## config.mk

```make
export PLATFORM = sky130hd
export DESIGN_NAME = spi_reg_port_flat
export DESIGN_NICKNAME = d
export VERILOG_FILES = /design/src/core/spi_port_pkg.sv /design/src/core/spi_link_if.sv /design/src/core/spi_reg_port.sv /design/src/flat_wrapper.sv
export SDC_FILE = /design/constraint.sdc
export NUM_CORES = 1
export LEC_CHECK = 0
export CORE_UTILIZATION = 45
export DETAILED_ROUTE_END_ITERATION = 10
export DONT_BUFFER_PORTS = 1
export SLEW_MARGIN = 20
export SYNTH_ARGS = -nofsm -noshare
export SYNTH_HDL_FRONTEND = slang
export SYNTH_SLANG_ARGS = --single-unit
```

## constraint.sdc

```tcl
create_clock -name clk -period 3.6 [get_ports clk]
set_clock_uncertainty 0.15 [all_clocks]
set_input_delay 0.18 -clock clk [delete_from_list [all_inputs] [get_ports clk]]
set_output_delay 0.18 -clock clk [all_outputs]
set_load 0.01 [all_outputs]
```

## src/core/spi_port_pkg.sv

```systemverilog
/*
 * shared constants for the serial slave register port and its host end.
 * assumes one 10 MHz system clock for both ends and a bench that joins them.
 */
package spi_port_pkg;
    // system clock
    localparam int CLK_PERIOD_NS = 100;
    // busy window after reset
    localparam int BUSY_MS       = 350;
    localparam int BUSY_CYCLES   = BUSY_MS * 1000000 / CLK_PERIOD_NS;
    localparam int BUSY_W        = 22;
    // least gap between two selects, rounded up
    localparam int SS_GAP_NS     = 200;
    localparam int SS_GAP_CYCLES = (SS_GAP_NS + CLK_PERIOD_NS - 1) / CLK_PERIOD_NS;
    // serial clock made by the host
    localparam int SCK_MAX_MHZ   = 25;
    localparam int SCK_PERIOD_NS = 1600;
    localparam int SCK_HALF_CYCLES = SCK_PERIOD_NS / 2 / CLK_PERIOD_NS;
    localparam int TMR_W         = 22;
    // frame layout
    localparam int XFER_BITS     = 24;
    localparam logic [2:0] LAST_BIT = 3'h7;
    localparam logic [1:0] BYTE_CMD  = 2'h0;
    localparam logic [1:0] BYTE_ADDR = 2'h1;
    localparam logic [1:0] BYTE_DATA = 2'h2;
    // command byte fields
    localparam int CMD_RW_BIT    = 0;
    localparam int CMD_MODE_BIT  = 4;
    localparam int CMD_ID_LSB    = 1;
    localparam int CMD_ID_MSB    = 3;
    localparam int CMD_TOP_LSB   = 5;
    localparam int CMD_TOP_MSB   = 7;
    localparam logic [2:0] CMD_NORMAL_TAG = 3'h3;
    localparam logic [2:0] CHIP_ID        = 3'h0;
    // paging: each page spans 256 byte addresses
    localparam int PAGE_BYTES    = 256;
    localparam logic [7:0] PAGE_REG_ADDR  = 8'hff;
    localparam logic [7:0] PAGE_RESET     = 8'h00;
    // strap sampled once the synchroniser has filled
    localparam logic [1:0] STRAP_SYNC_CYCLES = 2'h2;
endpackage : spi_port_pkg

```

## src/core/spi_link_if.sv

```systemverilog
/*
 * the four-wire serial link between host and device.
 * assumes a pull-up on the shared master-in wire when no slave drives it.
 */
interface spi_link_if;
    logic ss_n;
    logic sck;
    logic mosi;
    logic miso_o;
    logic miso_oe_n;
    logic miso;

    // released line floats high through the pull-up
    assign miso = miso_oe_n ? 1'b1 : miso_o;

    modport dev (
        input  ss_n,
        input  sck,
        input  mosi,
        output miso_o,
        output miso_oe_n
    );

    modport host (
        output ss_n,
        output sck,
        output mosi,
        input  miso
    );
endinterface : spi_link_if

```

## src/core/spi_reg_port.sv

```systemverilog
/*
 * device end: serial slave port onto the paged register space, with
 * strap-selected loader path and a busy window after reset.
 * assumes the host makes sck no faster than a few system clocks per half.
 */
module spi_reg_port
    import spi_port_pkg::*;
#(
    parameter int BUSY_CYCLES_P = BUSY_CYCLES
) (
    input  wire logic       clk,
    input  wire logic       reset,
    spi_link_if.dev         link,
    input  wire logic       strap_host_sel,
    input  wire logic       ee_wr,
    input  wire logic [7:0] ee_page,
    input  wire logic [7:0] ee_addr,
    input  wire logic [7:0] ee_wdata,
    input  wire logic [7:0] reg_rdata,
    output logic            reg_wr,
    output logic            reg_rd,
    output logic [7:0]      reg_page,
    output logic [7:0]      reg_addr,
    output logic [7:0]      reg_wdata,
    output logic            host_mode,
    output logic            port_busy
);

    ////////////////////////////////////////////////////////////////////////
    // state

    typedef struct packed {
        logic              ss_m;
        logic              ss_s;
        logic              ss_d;
        logic              sck_m;
        logic              sck_s;
        logic              sck_d;
        logic              mosi_m;
        logic              mosi_s;
        logic              strap_m;
        logic              strap_s;
        logic [1:0]        cap_cnt;
        logic              captured;
        logic              spi_en;
        logic [BUSY_W-1:0] busy_cnt;
        logic              active;
        logic              cmd_ok;
        logic [2:0]        bit_cnt;
        logic [1:0]        byte_cnt;
        logic [7:0]        rx;
        logic [7:0]        tx;
        logic [7:0]        cmd;
        logic [7:0]        addr;
        logic [7:0]        page;
        logic              rd_load;
        logic              miso;
        logic              wr;
        logic              rd;
        logic [7:0]        out_addr;
        logic [7:0]        wdata;
    } dev_state_t;

    localparam dev_state_t RESET_ST = '{
        ss_m:     1'b1,
        ss_s:     1'b1,
        ss_d:     1'b1,
        sck_m:    1'b1,
        sck_s:    1'b1,
        sck_d:    1'b1,
        mosi_m:   1'b0,
        mosi_s:   1'b0,
        strap_m:  1'b1,
        strap_s:  1'b1,
        cap_cnt:  2'h0,
        captured: 1'b0,
        spi_en:   1'b0,
        busy_cnt: BUSY_W'(BUSY_CYCLES_P),
        active:   1'b0,
        cmd_ok:   1'b0,
        bit_cnt:  3'h0,
        byte_cnt: BYTE_CMD,
        rx:       8'h00,
        tx:       8'h00,
        cmd:      8'h00,
        addr:     8'h00,
        page:     PAGE_RESET,
        rd_load:  1'b0,
        miso:     1'b1,
        wr:       1'b0,
        rd:       1'b0,
        out_addr: 8'h00,
        wdata:    8'h00
    };

    dev_state_t cur;
    dev_state_t next;

    logic       ss_fall;
    logic       sck_rise;
    logic       sck_fall;
    logic       port_ok;
    logic       is_write;
    logic       is_fast;
    logic [7:0] rx_byte;
    logic [7:0] start_addr;

    ////////////////////////////////////////////////////////////////////////
    // decode

    always_comb begin
        ss_fall    = cur.ss_d & ~cur.ss_s;
        sck_rise   = ~cur.sck_d & cur.sck_s;
        sck_fall   = cur.sck_d & ~cur.sck_s;
        port_ok    = cur.captured & cur.spi_en & (cur.busy_cnt == '0);
        is_write   = cur.cmd[CMD_RW_BIT];
        is_fast    = cur.cmd[CMD_MODE_BIT];
        rx_byte    = {cur.rx[6:0], cur.mosi_s};
        start_addr = rx_byte;
        if (is_fast && !is_write) begin
            start_addr = rx_byte + {5'h00, cur.cmd[CMD_TOP_MSB:CMD_TOP_LSB]};
        end
    end

    ////////////////////////////////////////////////////////////////////////
    // next state

    always_comb begin
        next         = cur;
        next.wr      = 1'b0;
        next.rd      = 1'b0;
        next.rd_load = 1'b0;

        // pins from the host's domain
        next.ss_m    = link.ss_n;
        next.ss_s    = cur.ss_m;
        next.ss_d    = cur.ss_s;
        next.sck_m   = link.sck;
        next.sck_s   = cur.sck_m;
        next.sck_d   = cur.sck_s;
        next.mosi_m  = link.mosi;
        next.mosi_s  = cur.mosi_m;
        next.strap_m = strap_host_sel;
        next.strap_s = cur.strap_m;

        if (!cur.captured) begin
            if (cur.cap_cnt == STRAP_SYNC_CYCLES) begin
                next.captured = 1'b1;
                next.spi_en   = cur.strap_s;
            end else begin
                next.cap_cnt = cur.cap_cnt + 2'h1;
            end
        end

        if (cur.busy_cnt != '0) begin
            next.busy_cnt = cur.busy_cnt - BUSY_W'(1);
        end

        if (cur.captured && !cur.spi_en) begin
            next.wr       = ee_wr;
            next.out_addr = ee_addr;
            next.wdata    = ee_wdata;
            next.page     = ee_page;
        end

        if (cur.rd_load) begin
            next.tx = reg_rdata;
        end

        if (cur.ss_s) begin
            next.active = 1'b0;
        end

        if (ss_fall) begin
            next.active   = port_ok;
            next.bit_cnt  = 3'h0;
            next.byte_cnt = BYTE_CMD;
            next.tx       = 8'h00;
            next.cmd_ok   = 1'b0;
        end

        if (cur.active && !cur.ss_s && sck_rise) begin
            next.rx      = rx_byte;
            next.bit_cnt = cur.bit_cnt + 3'h1;
            if (cur.bit_cnt == LAST_BIT) begin
                case (cur.byte_cnt)
                    BYTE_CMD: begin
                        next.cmd      = rx_byte;
                        next.cmd_ok   = (rx_byte[CMD_ID_MSB:CMD_ID_LSB] == CHIP_ID) &&
                                        (rx_byte[CMD_MODE_BIT] ||
                                         rx_byte[CMD_TOP_MSB:CMD_TOP_LSB] == CMD_NORMAL_TAG);
                        next.byte_cnt = BYTE_ADDR;
                    end
                    BYTE_ADDR: begin
                        next.addr     = start_addr;
                        next.byte_cnt = BYTE_DATA;
                        if (cur.cmd_ok && !is_write) begin
                            next.rd       = 1'b1;
                            next.rd_load  = 1'b1;
                            next.out_addr = start_addr;
                        end
                    end
                    BYTE_DATA: begin
                        next.addr = cur.addr + 8'h01;
                        if (cur.cmd_ok && is_write) begin
                            next.wr       = 1'b1;
                            next.out_addr = cur.addr;
                            next.wdata    = rx_byte;
                            if (cur.addr == PAGE_REG_ADDR) begin
                                next.page = rx_byte;
                            end
                        end else if (cur.cmd_ok) begin
                            next.rd       = 1'b1;
                            next.rd_load  = 1'b1;
                            next.out_addr = cur.addr + 8'h01;
                        end
                    end
                    default: begin
                        next.byte_cnt = BYTE_DATA;
                    end
                endcase
            end
        end

        if (cur.active && !cur.ss_s && sck_fall) begin
            next.miso = cur.tx[7];
            next.tx   = {cur.tx[6:0], 1'b0};
        end
    end

    // sck synchronised with idle-high reset value
    always_ff @(posedge clk) begin
        if (reset) begin
            cur <= RESET_ST;
        end else begin
            cur <= next;
        end
    end

    ////////////////////////////////////////////////////////////////////////
    // outputs

    assign link.miso_o    = cur.miso;
    assign link.miso_oe_n = ~cur.active;
    assign reg_wr         = cur.wr;
    assign reg_rd         = cur.rd;
    assign reg_page       = cur.page;
    assign reg_addr       = cur.out_addr;
    assign reg_wdata      = cur.wdata;
    assign host_mode      = cur.spi_en;
    assign port_busy      = ~port_ok;

endmodule : spi_reg_port

```

## src/flat_wrapper.sv

```systemverilog
// flat-port wrapper written by rule: the top's interface ports become plain ports
module spi_reg_port_flat import spi_port_pkg::*;
#(
    parameter int BUSY_CYCLES_P = BUSY_CYCLES
)
  (clk, reset, strap_host_sel, ee_wr, ee_page, ee_addr, ee_wdata, reg_rdata, reg_wr, reg_rd, reg_page, reg_addr, reg_wdata, host_mode, port_busy, link_ss_n, link_sck, link_mosi, link_miso_o, link_miso_oe_n);
  spi_link_if link_i ();
  input  wire logic clk;
  input  wire logic reset;
  input  wire logic strap_host_sel;
  input  wire logic ee_wr;
  input  wire logic [7:0] ee_page;
  input  wire logic [7:0] ee_addr;
  input  wire logic [7:0] ee_wdata;
  input  wire logic [7:0] reg_rdata;
  output logic reg_wr;
  output logic reg_rd;
  output logic [7:0] reg_page;
  output logic [7:0] reg_addr;
  output logic [7:0] reg_wdata;
  output logic host_mode;
  output logic port_busy;
  input wire logic [$bits(link_i.ss_n)-1:0] link_ss_n;
  input wire logic [$bits(link_i.sck)-1:0] link_sck;
  input wire logic [$bits(link_i.mosi)-1:0] link_mosi;
  output wire logic [$bits(link_i.miso_o)-1:0] link_miso_o;
  output wire logic [$bits(link_i.miso_oe_n)-1:0] link_miso_oe_n;
  assign link_i.ss_n = link_ss_n;
  assign link_i.sck = link_sck;
  assign link_i.mosi = link_mosi;
  assign link_miso_o = link_i.miso_o;
  assign link_miso_oe_n = link_i.miso_oe_n;
  spi_reg_port #(.BUSY_CYCLES_P(BUSY_CYCLES_P)) u_core (.clk(clk), .reset(reset), .link(link_i), .strap_host_sel(strap_host_sel), .ee_wr(ee_wr), .ee_page(ee_page), .ee_addr(ee_addr), .ee_wdata(ee_wdata), .reg_rdata(reg_rdata), .reg_wr(reg_wr), .reg_rd(reg_rd), .reg_page(reg_page), .reg_addr(reg_addr), .reg_wdata(reg_wdata), .host_mode(host_mode), .port_busy(port_busy));
endmodule
```

---- Yosys cells after proc, flatten, opt, wreduce, memory -nomap -nowiden ----
Index checks and enable logic that the tools add are counted.
storage, ports and cells
  register bits ........................... 103
  input bits .............................. 39
  output and inout bits ................... 30
  word-level logic and storage cells ...... 118
cells by class
  add/subtract/negate cells ............... 5
  equality and inequality tests ........... 6
  muxes and demuxes ....................... 37
  bitwise operators ....................... 14
  reductions and logical operators ........ 26
operators with widths
  cell                     count
  $mux W8                  11
  $mux W18                 2
  $mux W9                  4
  $logic_not A22 Y1        1
  $reduce_bool A22 Y1      1
  $sub A22 B1 Y22 const B  1
  $pmux W9 S2              1
  $mux W16                 1
  $pmux W8 S2              1
  $mux W14                 1
  $mux W1                  10
  $not A1 Y1               9
  $add A8 B1 Y8 const B    1
  $add A8 B3 Y8            1
  $eq A8 B8 Y1 const B     1
  $logic_and A1 B1 Y1      8
  $mux W7                  1
  $mux W2                  3
  $reduce_and A3 Y1        2
  $reduce_bool A2 Y1       3
  $reduce_or A3 Y1         2
  $and A1 B1 Y1            5
  $eq A2 B2 Y1 const B     2
  $pmux W2 S2              1
  other kinds (12)         15

---- Longest topological paths before layout ----
  word-level depth ........................ 8
  gate-level depth with buffers ........... 11
  mapped depth without buffers ............ 7

---- Worst setup path after synthesis ----
OpenSTA, ideal clock, no wires.
  path kind ............................... reg2reg
  from .................................... register u_core.cur[67] (netlist bit)
  to ...................................... register u_core.cur[81] (netlist bit)
  library setup time ...................... 120 ps
  data arrival time ....................... 2234 ps
  required time ........................... 3330 ps
  slack ................................... 1096 ps
  cell stages (with the launch flop) ...... 8
  buffers on the path ..................... 1
  clock period less this slack ............ 2504 ps
  cells stage by stage .................... dfxtp_1 inv_1 ha_1 or4b_4 or2_1 buf_2 or4_1 a211o_1
between the ends
  cells in the longest elaborated chain, start to end .. 1
  elaborated cells on any way between the ends .. 2
  those cells by class .................... 1 x add/sub; 1 x reduce/logical
ends and longest elaborated chain
  what                                                           RTL line                                  RTL
  from (decl)                                                    spi_reg_port.sv:96                        dev_state_t cur;
  from (signal assigned)                                         spi_reg_port.sv:236                       cur <= next;
  $sub A22 B1 Y22 / $reduce_bool A22 Y1 (equally long branches)  spi_reg_port.sv:156, spi_reg_port.sv:155
Parallel ways exist; a longest one is shown, timed or not.
A chain may end at the register's enable or synchronous reset.

---- Worst setup path after layout ----
  from .................................... register u_core.cur[67] (netlist bit)
  to ...................................... output port port_busy
between the ends
  cells in the longest elaborated chain, start to end .. 3
ends and longest elaborated chain
  what               RTL line             RTL
  $logic_not A22 Y1  spi_reg_port.sv:115  port_ok = cur.captured & cur.spi_en & (cur.busy_cnt == '0);
  $and A1 B1 Y1      spi_reg_port.sv:115
  $not A1 Y1         spi_reg_port.sv:251  assign port_busy = ~port_ok;
  to (decl)          flat_wrapper.sv:22   output logic port_busy;
No other way between the ends.

==> metrics.md <==
| Metric | Value |
|---|---|
| Status | finished with violations |
| Violated checks | hold timing |
| DIE HEIGHT | 107.8 um |
| Nets | 650 |
| HP Class | input port to flop |
| Avg Inst Size Synth | 8.249 um2 |
| Layout cells sized above 1 | 0.07973 |
| Htree depth | 3 |
| Final weighted congestion in routability-driven placement | 0.8471 |
| Routed len/inst | 15.16 um |
| FMAX | 0.3566 GHz |
| Clock Sinks | 98 |
| Synth cell types | 67 |
| CTS tree | built |
| Initial Util | 0.4629 |
| Register area share after synthesis | 0.3893 |
| Crit path time final | 2.804 ns |
| Final hold slack | -0.001209 ns |
| Worst slew pin tran | 0.6097 ns |
| DP HPWL | 7500 um |
| Hold wc startpoint | reset |
| RR Startpoint | u_core.cur[67]$_SDFFE_PP0P_ |
| Count of pins over their slew limit | 0 |
| Setup crit end kind | output pin |
| Antenna violations before repair | 0 |
| Design Area, Final | 5475 um2 |
| Max Root-Sink Buffers | 2 |
| IO Port Bufs | 0 |
| I/O Pins | 69 |
| Final setup viols | 0 |
| Number of remaining DRC errors | 0 |
| Grt total ovfl | 0 |
| Total number of vias | 4124 |
| CP Data Required Time | 3.27 ns |
| Part of the cycle the worst path needs | 0.7790 |
| Synth top area share | 0.3893 |
| Worst relative slew slack | 0.5911 |
| Final hold viol count | 1 |
| FF-to-FF path depth | 7 |
| Clock Latency Late Sink | 0.38 ns |
| Critical Path Source | u_core.cur[67]$_SDFFE_PP0P_ |
| Antenna Nets Post-Route | 0 |
| Die Area | 11630 um2 |
| VDD IR max | 0.0003474 V |
| Total GRT Usage | 0.2052 |
| Area growth from synthesis to layout | 8.639% |
| Net count after synthesis | 663 |
| Synth area leaders | dfxtp_1, nand2_1, nor2_1, a21oi_1, buf_4 |
| Root buffer selected by CTS | clkbuf_8 |
| Drt first pass iters | 4 |
| Vias in the first global route | 3948 |
| #FFs+latches synth | 98 |
| Chip Width | 107.8 um |
| Routed WL | 11250 um |
| Diode count | 0 |
| First-pass GRT wire length | 18800 um |
| Vias per inst | 5.558 |
| Num CTS Buffers | 9 |
| Pleak | 1.951 nW |
| Largest net degree at the start of global routing | 99 |
| R2R Path End | u_core.cur[73]$_SDFFE_PP1P_ |
| Synth warn | 0 |
| Rows | 38 |
| Worst endpoint data arrival time | 2.47 ns |
| Number of flops mapped to enable cells by yosys | 0 |
| Async SR Flop Fraction | 0 |
| PD cells | 401.1 nW/um2 |
| Maxcap violations | 0 |
| Worst Setup EP | port_busy |
| CP max FO | 6 |
| Clk slew on worst S/H paths | 0.10 ns |
| RSZ-0062 raised after global routing | false |
| Mapped Area | 5040 um2 |
| Post-DP Area | 4918 um2 |
| Reg2reg setup slack | 0.97 ns |
| Iteration-0 DRC Markers | 166 |
| Core Box Area | 10890 um2 |
| Post-synth top flop | dfxtp_1 |
| Total power | 0.002196 W |
| Final setup TNS | 0 ns |
| CP startpoint kind | flop |
| Gate count of the mapped netlist | 611 |
| CP Class | flop to output pin |
| Largest area contributor in the netlist | dfxtp_1 |
-- routing by layer --
| layer | global-route usage | part of all wire | vias to the layer above |
|---|---|---|---|
| met5 | 0 | 0 | - |
| met4 | 0.05773 | 0.010 | 0 |
| met3 | 0.06114 | 0.047 | 12 |
| met2 | 0.3411 | 0.46 | 82 |
| met1 | 0.2559 | 0.48 | 1933 |
| li1 | - | - | 2097 |
-- synth_stat cells, drive strengths merged, types with 4 or more instances --
cell type,number
buf,35
nor2b,8
o31ai,5
inv,12
dfxtp,98
a2111oi,7
a211oi,4
xor2,12
a31oi,6
or3,6
or4,9
nor2,68
mux2i,17
nor4,8
o211ai,4
a221oi,4
o21ai,20
nand2,85
clkbuf,32
nor3,18
a311oi,18
or2,13
nand2b,10
nand3,14
xnor2,8
a21oi,36
ha,12
-- critical path, stage by stage (launching register included) --
cell     delay [ns]
dfxtp_1        0.33
inv_1          0.09
ha_1           0.23
or4b_4         0.52
or2_1          0.36
nor3_4         0.36
nand3_1        0.22
-- cell usage in the layout, fill, tap and decap left out, types with 4 or more instances in the layout --
master         synthesis  final
nor2_1                68     68
or2_2                 11     11
xor2_1                12     12
clkbuf_8               0     10
a21oi_1               36     36
dfxtp_1               98     98
a2111oi_0              7      7
o31ai_1                4      4
or4_1                  9      9
nor2b_1                8      7
or3_1                  5      5
mux2i_1               17     17
nand2b_1              10     10
inv_1                 12     12
nor4_1                 8      8
a31oi_1                6      6
a221oi_1               4      4
o211ai_1               4      4
ha_1                  12     12
nand2_1               85     85
xnor2_1                8      8
nor3_1                15     15
nand3_1               14     14
buf_4                 24      7
a211oi_1               4      4
a311oi_1              18     18
dlygate4sd3_1          0     35
o21ai_0               19     19
-- registers in the layout (all words and copies together) (netlist names) --
name and cells:
u_core.reg_wdata 8, u_core.reg_page 8, u_core.reg_wr 1, u_core.host_mode 1, u_core.reg_addr 8, u_core.reg_rd 1, u_core.cur 70, u_core.link.miso_o 1
-- how the worst min path moves through the flow --
stage / cells after the start / slack (ns) / end
floorplan: 1 / 0.13 / u_core.cur[102]$_SDFF_PP1_
global placement: 1 / 0.11 / u_core.cur[52]$_SDFFE_PP0P_
detailed placement: 1 / 0.11 / u_core.host_mode$_SDFFE_PP0P_
CTS: 3 / 0.01 / u_core.reg_addr[5]$_SDFF_PP0_
global route: 3 / 0.03 / u_core.reg_addr[5]$_SDFF_PP0_
finish: 2 / -0.001 / u_core.host_mode$_SDFFE_PP0P_
-- per-stage QoR --
stage,util,cells,setup slack (ns)
2_1_floorplan,-,611,1.096
3_3_place_gp,0.4517,691,1.049
3_5_place_dp,0.4517,691,0.9681
4_1_cts,0.5029,742,0.7590
5_1_grt,0.5029,742,0.6366
6_report,0.5029,742,0.7957
-- kinds of logic after synthesis --
family          after synthesis  share of synthesized area
simple gates                256                     0.2503
buf+inv                      80                    0.08068
mux                          20                    0.04047
fa+ha+maj                    13                    0.03376
xor+xnor                     20                    0.03476
compound gates              124                     0.1708
flops                        98                     0.3893
-- report_power, final --
group          switching (W)  leakage, nW  internal, W
registers          0.0000772        0.797      0.00116
logic               0.000161         1.07     0.000142
clock network       0.000391       0.0845     0.000270
-- layout make-up --
| class | instances | area (um2) |
|---|---|---|
| inverter | 13 | 48.80 |
| clock inverter | 5 | 41.29 |
| sequential | 98 | 1962 |
| fill | 1023 | 5413 |
| multi-input combinational | 433 | 2680 |
| tap | 140 | 175.2 |
| timing repair buffer | 43 | 430.4 |
| clock buffer | 10 | 137.6 |
-- what timing repair did --
item	CTS	global route
resized for setup	0	0
endpoints found under the hold margin	98	0
setup buffers	0	0
hold buffers	36	0
(Power assumes the default switching activity.)
